File: src/lgc_pkg.sv
// Purpose: shared constants and types for the basic logic gate block
// Assumes: 40 MHz hclk, word-only AHB-Lite access
// Notes: offsets are byte addresses

package lgc_pkg;

  // ----------------------------------------
  // sizes
  // ----------------------------------------
  localparam int NGATE = 8;
  localparam int NIN = 4;
  localparam int CNT_W = 16;

  // ----------------------------------------
  // register offsets
  // ----------------------------------------
  localparam logic [7:0] OFS_CTRL = 8'h00;
  localparam logic [7:0] OFS_INV = 8'h04;
  localparam logic [7:0] OFS_CON = 8'h08;
  localparam logic [7:0] OFS_STAT = 8'h0C;
  localparam logic [7:0] OFS_SFB = 8'h10;
  localparam logic [7:0] OFS_SFB_CNT = 8'h14;
  localparam logic [7:0] OFS_HOURS = 8'h18;
  localparam logic [7:0] OFS_PINS = 8'h1C;

  // ----------------------------------------
  // field positions
  // ----------------------------------------
  localparam int CTRL_RUN_BIT = 0;
  localparam int CTRL_RESTART_BIT = 1;
  localparam int CTRL_RETAIN_BIT = 2;
  localparam int SFB_CON_BIT = 0;
  localparam int SFB_INV_BIT = 1;
  localparam int SFB_Q_BIT = 2;

  // ----------------------------------------
  // reset values
  // ----------------------------------------
  localparam logic RUN_RST = 1'b1;
  localparam logic RETAIN_RST = 1'b0;
  localparam logic [31:0] INV_RST = 32'h0000_0000;
  localparam logic [31:0] CON_RST = 32'hFFFF_FFFF;
  localparam logic SFB_CON_RST = 1'b1;
  localparam logic SFB_INV_RST = 1'b0;

  // ----------------------------------------
  // timing
  // ----------------------------------------
  localparam int CLK_KHZ = 40000;
  localparam int CYCLE_NS = 1000;
  localparam int CYC_CNT = (CYCLE_NS * CLK_KHZ) / 1000000;
  localparam int SFB_DELAY_CYC = 3;

  // ----------------------------------------
  // types
  // ----------------------------------------
  typedef enum {LGC_AND, LGC_AND_EDGE, LGC_NAND, LGC_NAND_EDGE,
                LGC_OR, LGC_NOR, LGC_XOR, LGC_NOT} lgc_kind_t;
  typedef enum {BUS_IDLE, BUS_WR, BUS_RD} lgc_bus_t;

endpackage

File: src/lgc_gate_if.sv
// Purpose: carrier between the controller and one gate block
// Assumes: all signals on hclk
// Notes: tick marks one evaluation cycle

`timescale 1ns/10ps

interface lgc_gate_if;
  logic tick;
  logic clr;
  logic [3:0] din;
  logic [3:0] inv;
  logic [3:0] con;
  logic q;
  modport ctl (output tick, output clr, output din, output inv, output con, input q);
  modport gate (input tick, input clr, input din, input inv, input con, output q);
endinterface

File: src/lgc_sync.sv
// Purpose: two-flop synchroniser for terminal pins
// Assumes: pins are asynchronous levels
// Notes: first stage feeds only the second

`timescale 1ns/10ps

module lgc_sync #(
  parameter int WIDTH = 4
) (
  // clock and reset
  input wire logic hclk,
  input wire logic hresetn,
  // levels
  input wire logic [WIDTH-1:0] d,
  output logic [WIDTH-1:0] q
);

  generate
    for (genvar i = 0; i < WIDTH; i++)
    begin : g_bit
      logic meta_ff;
      logic sync_ff;
      always_ff @(posedge hclk or negedge hresetn)
      begin
        if (!hresetn)
        begin
          meta_ff <= 1'b0;
          sync_ff <= 1'b0;
        end
        else
        begin
          meta_ff <= d[i];
          sync_ff <= meta_ff;
        end
      end
      assign q[i] = sync_ff;
    end
  endgenerate

endmodule // lgc_sync

File: src/lgc_gate.sv
// Purpose: one basic Boolean block evaluated once per scan cycle
// Assumes: tick is a one-cycle pulse per evaluation cycle
// Notes: output holds between ticks unless clr clears it

`timescale 1ns/10ps

module lgc_gate #(
  parameter lgc_pkg::lgc_kind_t KIND = lgc_pkg::LGC_AND
) (
  // clock and reset
  input wire logic hclk,
  input wire logic hresetn,
  // controller side
  lgc_gate_if.gate g
);
  import lgc_pkg::*;

  // ----------------------------------------
  // input conditioning
  // ----------------------------------------
  localparam logic [3:0] USED = (KIND == LGC_XOR) ? 4'h3 : (KIND == LGC_NOT) ? 4'h1 : 4'hF;
  localparam logic DFLT_HI = (KIND == LGC_AND) || (KIND == LGC_AND_EDGE) ||
                             (KIND == LGC_NAND) || (KIND == LGC_NAND_EDGE);

  logic [3:0] cond;
  logic [3:0] prev_ff;
  logic valid_ff;
  logic q_ff;
  logic nxt_q;

  generate
    for (genvar i = 0; i < 4; i++)
    begin : g_in
      // unused or unconnected inputs take the block's fixed level
      assign cond[i] = (g.con[i] && USED[i]) ? (g.din[i] ^ g.inv[i]) : DFLT_HI;
    end
  endgenerate

  // ----------------------------------------
  // evaluation
  // ----------------------------------------
  always_comb
  begin
    case (KIND)
      LGC_AND: nxt_q = &cond;
      LGC_AND_EDGE: nxt_q = (&cond) && valid_ff && !(&prev_ff);
      LGC_NAND: nxt_q = !(&cond);
      LGC_NAND_EDGE: nxt_q = !(&cond) && valid_ff && (&prev_ff);
      LGC_OR: nxt_q = |cond;
      LGC_NOR: nxt_q = !(|cond);
      LGC_XOR: nxt_q = cond[0] ^ cond[1];
      LGC_NOT: nxt_q = !cond[0];
      default: nxt_q = 1'b0;
    endcase
  end

  // valid_ff stops a false edge on the first cycle after power-up
  always_ff @(posedge hclk or negedge hresetn)
  begin
    if (!hresetn)
    begin
      prev_ff <= 4'h0;
      valid_ff <= 1'b0;
    end
    else if (g.clr)
    begin
      valid_ff <= 1'b0;
    end
    else if (g.tick)
    begin
      prev_ff <= cond;
      valid_ff <= 1'b1;
    end
  end

  always_ff @(posedge hclk or negedge hresetn)
  begin
    if (!hresetn)
      q_ff <= 1'b0;
    else if (g.clr)
      q_ff <= 1'b0;
    else if (g.tick)
      q_ff <= nxt_q;
  end

  assign g.q = q_ff;

  // ----------------------------------------
  // checks
  // ----------------------------------------
  AST_PREV: assert property (@(posedge hclk) disable iff (!hresetn)
    (g.tick && !g.clr) |=> (prev_ff == $past(cond)))
    else $error("previous levels not stored");

  generate
    if (KIND == LGC_AND)
    begin : g_a1
      AST_AND: assert property (@(posedge hclk) disable iff (!hresetn)
        (g.tick && !g.clr) |=> (q_ff == (&$past(g.din ^ g.inv | ~g.con))))
        else $error("and output wrong");
    end
    if (KIND == LGC_AND_EDGE)
    begin : g_a2
      AST_AND_EDGE: assert property (@(posedge hclk) disable iff (!hresetn)
        (g.tick && !g.clr) |=> (q_ff == ((&$past(g.din ^ g.inv | ~g.con)) && $past(valid_ff) &&
                                         !(&$past(prev_ff)))))
        else $error("and edge output wrong");
      AST_AND_PULSE: assert property (@(posedge hclk) disable iff (!hresetn)
        (g.tick && q_ff) |=> !q_ff)
        else $error("and edge pulse too long");
    end
    if (KIND == LGC_NAND)
    begin : g_a4
      AST_NAND: assert property (@(posedge hclk) disable iff (!hresetn)
        (g.tick && !g.clr) |=> (q_ff != (&$past(g.din ^ g.inv | ~g.con))))
        else $error("nand output wrong");
    end
    if (KIND == LGC_NAND_EDGE)
    begin : g_a5
      AST_NAND_EDGE: assert property (@(posedge hclk) disable iff (!hresetn)
        (g.tick && !g.clr && valid_ff && (&prev_ff) && !(&cond)) |=> q_ff)
        else $error("nand edge missed");
      AST_NAND_PULSE: assert property (@(posedge hclk) disable iff (!hresetn)
        (g.tick && q_ff) |=> !q_ff)
        else $error("nand edge pulse too long");
    end
    if (KIND == LGC_OR)
    begin : g_a6
      AST_OR: assert property (@(posedge hclk) disable iff (!hresetn)
        (g.tick && !g.clr) |=> (q_ff == (|$past((g.din ^ g.inv) & g.con))))
        else $error("or output wrong");
    end
    if (KIND == LGC_NOR)
    begin : g_a7
      AST_NOR: assert property (@(posedge hclk) disable iff (!hresetn)
        (g.tick && !g.clr) |=> (q_ff == !(|$past((g.din ^ g.inv) & g.con))))
        else $error("nor output wrong");
    end
    if (KIND == LGC_XOR)
    begin : g_a8
      AST_XOR: assert property (@(posedge hclk) disable iff (!hresetn)
        (g.tick && !g.clr) |=> (q_ff == ^$past((g.din[1:0] ^ g.inv[1:0]) & g.con[1:0])))
        else $error("xor output wrong");
    end
    if (KIND == LGC_NOT)
    begin : g_a9
      AST_NOT: assert property (@(posedge hclk) disable iff (!hresetn)
        (g.tick && !g.clr && g.con[0]) |=> (q_ff == !$past(g.din[0] ^ g.inv[0])))
        else $error("not output wrong");
    end
  endgenerate

endmodule // lgc_gate

File: src/lgc_top.sv
// Purpose: bank of scan-cycle basic logic blocks with one special-function block
// Assumes: AHB-Lite word access, 40 MHz hclk, hresetn is power-up
// Notes: a restart request stands in for a power loss of the program

`timescale 1ns/10ps

module lgc_top #(
  parameter int CYC_DIV = lgc_pkg::CYC_CNT,
  parameter int SFB_DELAY = lgc_pkg::SFB_DELAY_CYC
) (
  // clock and reset
  input wire logic hclk,
  input wire logic hresetn,
  // ahb-lite slave
  input wire logic hsel,
  input wire logic [31:0] haddr,
  input wire logic [1:0] htrans,
  input wire logic hwrite,
  input wire logic [2:0] hsize,
  input wire logic [31:0] hwdata,
  input wire logic hready,
  output logic hreadyout,
  output logic hresp,
  output logic [31:0] hrdata,
  // terminals
  input wire logic [lgc_pkg::NIN-1:0] din_pin,
  input wire logic sfb_trg_pin,
  output logic [lgc_pkg::NGATE-1:0] dout,
  output logic sfb_q
);
  import lgc_pkg::*;

  // ----------------------------------------
  // elaboration checks
  // ----------------------------------------
  localparam int DIV_W = (CYC_DIV > 1) ? $clog2(CYC_DIV) : 1;

  generate
    if (CYC_DIV < 1 || SFB_DELAY < 1 || SFB_DELAY >= (1 << CNT_W))
    begin : g_bad
      $error("lgc_top: unsupported parameter value");
    end
  endgenerate

  // ----------------------------------------
  // declarations
  // ----------------------------------------
  logic [NIN:0] pin_sync;
  logic [NIN-1:0] din_s;
  logic trg_s;
  logic run_ff;
  logic retain_ff;
  logic restart_ff;
  logic [31:0] inv_ff;
  logic [31:0] con_ff;
  logic sfb_con_ff;
  logic sfb_inv_ff;
  logic [DIV_W-1:0] div_ff;
  logic tick_ff;
  logic [NGATE-1:0] gate_q;
  logic [NGATE-1:0] dout_ff;
  logic sfb_trg;
  logic [CNT_W-1:0] sfb_cnt_ff;
  logic sfb_q_ff;
  logic [31:0] hours_ff;
  lgc_bus_t bus_ff;
  logic [5:0] waddr_ff;
  logic [31:0] hrdata_ff;
  logic hreadyout_ff;
  logic ap_ok;
  logic [31:0] rd_mux;

  // ----------------------------------------
  // pin synchronisers
  // ----------------------------------------
  lgc_sync #(
    .WIDTH(NIN + 1)
  ) u_sync (
    .hclk(hclk),
    .hresetn(hresetn),
    .d({sfb_trg_pin, din_pin}),
    .q(pin_sync)
  );

  assign din_s = pin_sync[NIN-1:0];
  assign trg_s = pin_sync[NIN];

  // ----------------------------------------
  // evaluation cycle timer
  // ----------------------------------------
  // one evaluation per CYC_DIV clocks; halted while run is off
  always_ff @(posedge hclk or negedge hresetn)
  begin
    if (!hresetn)
    begin
      div_ff <= '0;
      tick_ff <= 1'b0;
    end
    else if (!run_ff || restart_ff)
    begin
      div_ff <= '0;
      tick_ff <= 1'b0;
    end
    else if (div_ff == DIV_W'(CYC_DIV - 1))
    begin
      div_ff <= '0;
      tick_ff <= 1'b1;
    end
    else
    begin
      div_ff <= div_ff + 1'b1;
      tick_ff <= 1'b0;
    end
  end

  // ----------------------------------------
  // gate blocks
  // ----------------------------------------
  generate
    for (genvar i = 0; i < NGATE; i++)
    begin : g_gate
      lgc_gate_if gi ();
      assign gi.tick = tick_ff;
      assign gi.clr = restart_ff;
      assign gi.din = din_s;
      assign gi.inv = inv_ff[4*i +: 4];
      assign gi.con = con_ff[4*i +: 4];
      assign gate_q[i] = gi.q;
      lgc_gate #(
        .KIND(lgc_kind_t'(i))
      ) u_gate (
        .hclk(hclk),
        .hresetn(hresetn),
        .g(gi)
      );
    end
  endgenerate

  // output terminals pass straight out, no inversion offered
  always_ff @(posedge hclk or negedge hresetn)
  begin
    if (!hresetn)
      dout_ff <= '0;
    else
      dout_ff <= gate_q;
  end

  // ----------------------------------------
  // special-function block (on-delay)
  // ----------------------------------------
  assign sfb_trg = sfb_con_ff ? (trg_s ^ sfb_inv_ff) : 1'b0;

  // restart models a power loss; retained state is left untouched
  always_ff @(posedge hclk or negedge hresetn)
  begin
    if (!hresetn)
    begin
      sfb_cnt_ff <= '0;
      sfb_q_ff <= 1'b0;
    end
    else if (restart_ff)
    begin
      if (!retain_ff)
      begin
        sfb_cnt_ff <= '0;
        sfb_q_ff <= 1'b0;
      end
    end
    else if (tick_ff)
    begin
      if (!sfb_trg)
      begin
        sfb_cnt_ff <= '0;
        sfb_q_ff <= 1'b0;
      end
      else if (sfb_cnt_ff < CNT_W'(SFB_DELAY))
        sfb_cnt_ff <= sfb_cnt_ff + 1'b1;
      else
        sfb_q_ff <= 1'b1;
    end
  end

  // hours counter is not cleared by restart; a tick in the restart cycle is not counted
  always_ff @(posedge hclk or negedge hresetn)
  begin
    if (!hresetn)
      hours_ff <= '0;
    else if (tick_ff && !restart_ff)
      hours_ff <= hours_ff + 1'b1;
  end

  // ----------------------------------------
  // ahb-lite slave
  // ----------------------------------------
  assign ap_ok = hsel && htrans[1] && hready;

  always_comb
  begin
    case ({haddr[7:2], 2'b00})
      OFS_CTRL: rd_mux = {29'h0, retain_ff, 1'b0, run_ff};
      OFS_INV: rd_mux = inv_ff;
      OFS_CON: rd_mux = con_ff;
      OFS_STAT: rd_mux = {24'h0, gate_q};
      OFS_SFB: rd_mux = {29'h0, sfb_q_ff, sfb_inv_ff, sfb_con_ff};
      OFS_SFB_CNT: rd_mux = {16'h0, sfb_cnt_ff};
      OFS_HOURS: rd_mux = hours_ff;
      OFS_PINS: rd_mux = {27'h0, pin_sync};
      default: rd_mux = 32'h0000_0000;
    endcase
  end

  // zero wait states; read data latched in the address phase
  always_ff @(posedge hclk or negedge hresetn)
  begin
    if (!hresetn)
    begin
      bus_ff <= BUS_IDLE;
      waddr_ff <= '0;
      hrdata_ff <= '0;
      hreadyout_ff <= 1'b0;
    end
    else
    begin
      hreadyout_ff <= 1'b1;
      if (hready)
      begin
        case (bus_ff)
          BUS_IDLE, BUS_WR, BUS_RD:
          begin
            if (ap_ok && hwrite)
              bus_ff <= BUS_WR;
            else if (ap_ok)
              bus_ff <= BUS_RD;
            else
              bus_ff <= BUS_IDLE;
          end
          default: bus_ff <= BUS_IDLE;
        endcase
        if (ap_ok)
          waddr_ff <= haddr[7:2];
        if (ap_ok && !hwrite)
          hrdata_ff <= rd_mux;
      end
    end
  end

  // ----------------------------------------
  // registers
  // ----------------------------------------
  always_ff @(posedge hclk or negedge hresetn)
  begin
    if (!hresetn)
    begin
      run_ff <= RUN_RST;
      retain_ff <= RETAIN_RST;
      restart_ff <= 1'b0;
      inv_ff <= INV_RST;
      con_ff <= CON_RST;
      sfb_con_ff <= SFB_CON_RST;
      sfb_inv_ff <= SFB_INV_RST;
    end
    else
    begin
      restart_ff <= 1'b0;
      if (bus_ff == BUS_WR)
      begin
        case ({waddr_ff, 2'b00})
          OFS_CTRL:
          begin
            run_ff <= hwdata[CTRL_RUN_BIT];
            restart_ff <= hwdata[CTRL_RESTART_BIT];
            retain_ff <= hwdata[CTRL_RETAIN_BIT];
          end
          OFS_INV: inv_ff <= hwdata;
          OFS_CON: con_ff <= hwdata;
          OFS_SFB:
          begin
            sfb_con_ff <= hwdata[SFB_CON_BIT];
            sfb_inv_ff <= hwdata[SFB_INV_BIT];
          end
          default: ;
        endcase
      end
    end
  end

  // ----------------------------------------
  // outputs
  // ----------------------------------------
  assign hreadyout = hreadyout_ff;
  assign hresp = 1'b0;
  assign hrdata = hrdata_ff;
  assign dout = dout_ff;
  assign sfb_q = sfb_q_ff;

  // ----------------------------------------
  // checks
  // ----------------------------------------
  AST_RETAIN_ON: assert property (@(posedge hclk) disable iff (!hresetn)
    (restart_ff && retain_ff) |=> (sfb_cnt_ff == $past(sfb_cnt_ff) && sfb_q_ff == $past(sfb_q_ff)))
    else $error("retained state lost on restart");

  AST_RETAIN_OFF: assert property (@(posedge hclk) disable iff (!hresetn)
    (restart_ff && !retain_ff) |=> (sfb_cnt_ff == '0 && !sfb_q_ff))
    else $error("state kept without retention");

  AST_HOURS: assert property (@(posedge hclk) disable iff (!hresetn)
    restart_ff |=> (hours_ff == $past(hours_ff)))
    else $error("hours counter disturbed by restart");

  AST_SFB_OPEN: assert property (@(posedge hclk) disable iff (!hresetn)
    (tick_ff && !restart_ff && !sfb_con_ff) |=> (sfb_cnt_ff == '0 && !sfb_q_ff))
    else $error("open sfb input not low");

  AST_DOUT: assert property (@(posedge hclk) disable iff (!hresetn)
    1'b1 |=> (dout_ff == $past(gate_q)))
    else $error("output terminal altered");

  // one sample per evaluation cycle, so the tick lasts one clock when CYC_DIV is above 1
  AST_TICK_ONCE: assert property (@(posedge hclk) disable iff (!hresetn)
    (tick_ff && (CYC_DIV > 1)) |=> !tick_ff)
    else $error("evaluation tick longer than one cycle");

  AST_HOURS_COUNT: assert property (@(posedge hclk) disable iff (!hresetn)
    (tick_ff && !restart_ff) |=> (hours_ff == $past(hours_ff) + 32'h0000_0001))
    else $error("hours counter missed an evaluation cycle");

endmodule // lgc_top

File: config.mk
export PLATFORM = sky130hd
export DESIGN_NAME = lgc_top
export DESIGN_NICKNAME = d
export VERILOG_FILES = /design/src/lgc_pkg.sv /design/src/lgc_gate_if.sv /design/src/lgc_sync.sv /design/src/lgc_gate.sv /design/src/lgc_top.sv
export SDC_FILE = /design/constraint.sdc
export NUM_CORES = 1
export LEC_CHECK = 0
export BUFFER_PORTS_ARGS = -buffer_cell sky130_fd_sc_hd__buf_4
export CORE_AREA = 4 4 130 132
export DETAILED_ROUTE_END_ITERATION = 10
export DIE_AREA = 0 0 134 136
export GPL_TIMING_DRIVEN = 0
export PLACE_DENSITY_LB_ADDON = 0.15
export SETUP_SLACK_MARGIN = 0.5
export SLEW_MARGIN = 20
export SYNTH_ARGS = -nofsm -noshare
export SYNTH_HDL_FRONTEND = slang
export SYNTH_SLANG_ARGS = --single-unit
File: constraint.sdc
create_clock -name hclk -period 2.39 [get_ports hclk]
set_input_delay 0.1195 -clock hclk [delete_from_list [all_inputs] [get_ports hclk]]
set_output_delay 0.1195 -clock hclk [all_outputs]
set_load 0.1 [all_outputs]
### After elaboration in Yosys (flattened, before gate mapping)

Cells that the tools add are included.

* $add $sub $neg: 3
* multiply operators: 0
* div/mod/pow operators: 0
* $lt $le $gt $ge: 1
* equality and inequality tests: 17
* shifts and indexed selects: 0
* muxes and demuxes: 66
* bitwise logic cells: 30
* reduce and logical (&&, ||, !) cells: 40

Operators with widths (count)
* case mux 32 bit (8 select lines): 1
* 2-to-1 mux 16 bit: 5
* equality test 32 x 2 -> 1 bit (second input constant): 2
* 2-to-1 mux 1 bit: 55
* adder 32 x 1 -> 32 bit (second input constant): 1
* equality test 32 x 1 -> 1 bit (second input constant): 1
* zero test 32 bit: 1
* 2-to-1 mux 32 bit: 1
* equality test 6 x 3 -> 1 bit (second input constant): 5
* bitwise XOR 1 bit: 29
* AND reduction 4 bit: 6
* equality test 6 x 2 -> 1 bit (second input constant): 3
* adder 16 x 1 -> 16 bit (second input constant): 1
* less-than comparator 16 x 2 -> 1 bit (second input constant): 1
* AND reduction 2 bit: 7
* equality test 6 x 1 -> 1 bit (second input constant): 2
* zero test 6 bit: 2
* 2-to-1 mux 6 bit: 2
* logical AND 1 bit: 9
* zero test 1 bit: 8
* OR reduction 4 bit: 2
* adder 6 x 1 -> 6 bit (second input constant): 1
* equality test 6 bit (second input constant): 1
* AND reduction 3 bit: 2
* other kinds (8): 9

* register bits: 231
* latch bits: 0
* bits in writable memories: 0
* memory bits (read-only): 0
* output and inout bits: 43
* word-level logic and storage cells: 195
* memories kept: 0

### Logic depth before layout (Yosys ltp)

* depth in word-level cells: 8
* mapped depth: 6
* mapped depth without buffers: 5

### Hierarchy

Synthesis repeated with hierarchy kept, for this count alone.

* cells, all modules: 750
* area total of the unflattened synthesis: 9260.1 um^2

Modules (own cells, without submodules)
* lgc_top: instances 1, cells each 627, area an instance 7871.3 um^2, seq. area each 4396.7 um^2
* lgc_gate (g_gate[3].u_gate): instances 1, cells each 29, area an instance 310.3 um^2, seq. area each 150.1 um^2
* lgc_gate (g_gate[1].u_gate): instances 1, cells each 29, area an instance 306.5 um^2, seq. area each 150.1 um^2
* lgc_sync: instances 1, cells each 15, area an instance 287.8 um^2, seq. area each 250.2 um^2
* lgc_gate (g_gate[0].u_gate ...): instances 2, cells each 10, area an instance 95.1 um^2, seq. area each 25.0 um^2
* lgc_gate (g_gate[2].u_gate ...): instances 2, cells each 9, area an instance 86.3 um^2, seq. area each 25.0 um^2
* lgc_gate (g_gate[6].u_gate): instances 1, cells each 8, area an instance 75.1 um^2, seq. area each 25.0 um^2
* lgc_gate (g_gate[7].u_gate): instances 1, cells each 4, area an instance 46.3 um^2, seq. area each 25.0 um^2

### Worst setup path after synthesis

No wires, ideal clock.

* path type: register to register
* from: register bus_ff[1]
* to: register sfb_inv_ff
* setup time: 128 ps
* data arrival time: 1805 ps
* setup slack: 458 ps
* stages on the path, launching flop included: 5
* path through: dfrtp_1 or4b_4 or3_4 nor3b_2 mux2_1

* longest elaborated chain between the ends: 2

RTL lines
* start, declared: line lgc_top.sv:66 `lgc_bus_t bus_ff;`
* start signal, assigned: line lgc_top.sv:217 `bus_ff <= BUS_IDLE;`
* start signal, assigned: line lgc_top.sv:231 `bus_ff <= BUS_WR;`
* start signal, assigned: line lgc_top.sv:233 `bus_ff <= BUS_RD;`
* equality test 32 x 2 -> 1 bit: line lgc_top.sv:265 `if (bus_ff == BUS_WR)`
* AND reduction 2 bit (no source line)
* end signal, assigned: line lgc_top.sv:279 `sfb_inv_ff <= hwdata[SFB_INV_BIT];`
* end, declared: line lgc_top.sv:57 `logic sfb_inv_ff;`

No other way between the ends.
A chain may end at the register's enable or synchronous reset.

### Final worst setup path

* from: register bus_ff[1]
* to: register inv_ff[7]

* longest elaborated chain between the ends: 2

RTL lines
* equality test 32 x 2 -> 1 bit: line lgc_top.sv:265
* AND reduction 2 bit (no source line)
* end signal, assigned: line lgc_top.sv:274 `OFS_INV: inv_ff <= hwdata;`
* end, declared: line lgc_top.sv:54 `logic [31:0] inv_ff;`

No other way between the ends.

==> impl_metrics.tcl <==
set metrics [dict create \
    die_x_um 134 \
    setup_viol 0 \
    die_h_um 136 \
    areaGrowthSynthToFinish_pct 27.06 \
    grt_max_degree 86 \
    cts_htree_levels 1 \
    ir_drop_uv 605.3 \
    initial_utilization_pct 57.56 \
    r2r_start "bus_ff[1]$_DFFE_PN0P_" \
    num-nets-final 994 \
    synth_edf_count 0 \
    synth_mux_area_share_pct 11.59 \
    synth_top_family_by_area "simple AND/OR/NAND/NOR gates" \
    crit_buf_inv 1 \
    fin_total_pwr_mw 9.184 \
    power_density_nw_per_um2 799.2 \
    r2r_slack_ns 0.34 \
    synthFlopType "dfrtp_1" \
    rsz0062_at_grt "yes" \
    drt_first_pass_iters 5 \
    placedCellCount 1057 \
    max_stage_delay_ns 0.57 \
    postSynthCellCount 750 \
    synth_compound_area_share_pct 9.449 \
    yosysWarnings 0 \
    period_needed_ns 2.046 \
    cts_sinks 201 \
    arrival_ns 2.43 \
    root_buffer "clkbuf_16" \
    drc 0 \
    postRouteAntennaNets 0 \
    finalSetupTns_ns 0 \
    grt_pass1_wl_um 39230 \
    syn-num-nets 832 \
    outcome "finished clean" \
    critPathSlowestCell "or4b_4" \
    cp_max_fo 10 \
    syn_area_um2 9044 \
    synthXorXnorAreaFrac_pct 6.198 \
    critPathLaunch "bus_ff[1]$_DFFE_PN0P_" \
    grt_pass1_vias 6944 \
    grt_usage_pct 27.74 \
    drv_slew 0 \
    worstSetupPathDepth 5 \
    place_area_um2 10040 \
    layout_common_cells "dfrtp_1, buf_4, nand2_1, xnor2_1, dlygate4sd3_1" \
    hold_viol 0 \
    num_antenna_cells 0 \
    cp.required_ns 2.77 \
    fin_cells 1144 \
    io_buffer_count 89 \
    p_leak_nw 5.283 \
    crit_end "inv_ff[7]$_DFFE_PN0P_" \
    path_clk_slew_ns 0.07 \
    io_pins 122 \
    drtIter0Drc 575 \
    synthAdderAreaFrac_pct 0.4151 \
    drive_gt1_share_pct 26.62 \
    final_common_cell "dfrtp_1" \
    fmax_mhz 488.7 \
    utilization_pct 73.13 \
    clkLatencyLatePin_ns 0.50 \
    gr-total-overflow 0 \
    hp-class "in2reg" \
    cp_top_family "simple AND/OR/NAND/NOR gates" \
    slew_headroom_pct 35.53 \
    synthSimpleGateAreaFrac_pct 13.88 \
    dpl.hpwl_um 17160 \
    cts_buffer_depth 3 \
    tightest_slew_ns 0.9646 \
    end_kind "flop" \
    period_share_pct 85.61 \
    core_um2 15710 \
    die-area_um2 18220 \
    cts_buffers 22 \
    wl_per_cell_um 22.24 \
    path_cells "or4b_4, nor3_2, nand3b_4, buf_6, mux2_4" \
    gp_congestion 0.9208 \
    fin_area_um2 11490 \
    num_rows 46 \
    cap_violations 0 \
    fin_skew_ns 0.01072 \
    ys_ff_latch 201 \
    asyncSetResetFlopFracSynth_pct 100.0 \
    syn_area_per_cell_um2 12.06 \
    via_per_inst 5.976 \
    ys_seq_area_share_pct 56.09 \
    r2r_end "inv_ff[7]$_DFFE_PN0P_" \
    routed_wl_um 25440 \
    cts_tree "done" \
    critical_path_class "reg2reg" \
    num_vias 6837 \
    ys_types 57 \
    rr_worst_depth 5 \
    antenna_found_initial 0 \
    startpoint_type "flop" \
]
## layer usage
metal / wire [um] / track usage [%] / vias to the layer above
met5: 0 / 0 / -
met4: 537 / 7.714 / 0
met3: 1541 / 2.813 / 44
met2: 12400 / 44.86 / 257
met1: 10950 / 40.48 / 3489
li1: - / - / 3047
## what timing repair did
action                     4_1_cts  5_1_grt
cloned                           0        1
setup endpoints to repair       91       94
pin swaps                        1        1
gates resized for setup         16       22
hold endpoints to repair       180        0
hold buffers                    43        0
buffers inserted                 2        1
## metrics by stage
step,setup slack [ns],hold slack [ns]
6_report,0.3439,0.05684
5_1_grt,0.3078,0.08413
4_1_cts,0.3463,0.04293
3_5_place_dp,0.1333,0.03757
3_3_place_gp,-0.06785,0.2289
2_1_floorplan,0.4774,-0.1761
## sequential cells by signal (all words and copies together) (netlist names), 2 cells and up
register	flops
u_sync.g_bit.sync_ff	5
dout	8
con_ff	32
hrdata	32
waddr_ff	6
bus_ff	2
g_gate.u_gate.g.q	8
sfb_cnt_ff	16
g_gate.u_gate.prev_ff	8
u_sync.g_bit.meta_ff	5
hours_ff	32
div_ff	6
inv_ff	32
## worst reg2reg max path, delay by kind of cell, from the launching register on
kind	cells	cell delay [ns]
flip-flops	1	0.39
buffers and inverters	1	0.23
multiplexers	1	0.31
AND/OR/NAND/NOR	3	0.99
## cell families after synthesis
| family | count (synthesis) |
|---|---|
| buffers and inverters | 46 |
| multiplexers | 83 |
| XOR/XNOR | 64 |
| adder cells (fa/ha/maj) | 3 |
| AO/OA/AOI/OAI | 124 |
| flip-flops | 201 |
| AND/OR/NAND/NOR | 227 |
| other | 2 |
## final cells by class
type                       count  area, um^2
buffer                        41       232.7
clock inverter                11       186.4
fill                        1087        4222
timing repair buffer         138        1212
tap                          216       270.3
sequential                   201        5072
clock buffer                  29       658.1
multi-input combinational    503        3840
inverter                       5       18.77
## Yosys cell counts (5+ instances only)
cell      count  area, um^2
mux2_1       34       382.9
and3_1       34       212.7
and4_1        5       43.79
nor2b_1       6       37.54
nor2_1       35       131.4
nand3_1      19       95.09
nand2b_1      7       43.79
buf_2         7       35.03
mux2_4       30       450.4
nor3_1        8       40.04
nand2_1      50       187.7
o21ai_0      28       140.1
a221oi_1     26       227.7
xnor2_1      47       411.6
nand3b_1      5       37.54
dfstp_2      34       893.4
nand4_1      19       118.9
nor4_1        5       31.28
a22oi_1      10       75.07
clkbuf_1     29       108.9
and2_1       20       125.1
mux2_2       10       112.6
a211oi_1      6       45.04
a31oi_1      12       75.07
dfrtp_1     167        4179
xor2_1       17       148.9
mux2i_1       8       80.08
inv_1         5       18.77
a21oi_1      15       75.07
a22o_1        6       52.55
## worst min-delay path by stage
stage                            from                           endpoint  cells after the start
final                        haddr[6]              hrdata[0]$_DFFE_PN0P_                      4
after global routing         haddr[6]              hrdata[0]$_DFFE_PN0P_                      4
after CTS                    haddr[6]              hrdata[0]$_DFFE_PN0P_                      4
after detailed placement      hresetn              bus_ff[0]$_DFFE_PN0P_                      1
after global placement    sfb_trg_pin  u_sync.g_bit[4].meta_ff$_DFF_PN0_                      1
after floorplan               hresetn              bus_ff[0]$_DFFE_PN0P_                      0
## report_power, final
group	switching (mW)	leakage [nW]	internal, mW	total, mW
combinational	0.570	2.29	0.578	1.15
sequential	0.325	2.57	3.83	4.16
clock	1.40	0.417	2.48	3.88
total	2.30	5.28	6.89	9.18
Note: power is estimated with default switching activity, not from simulation.
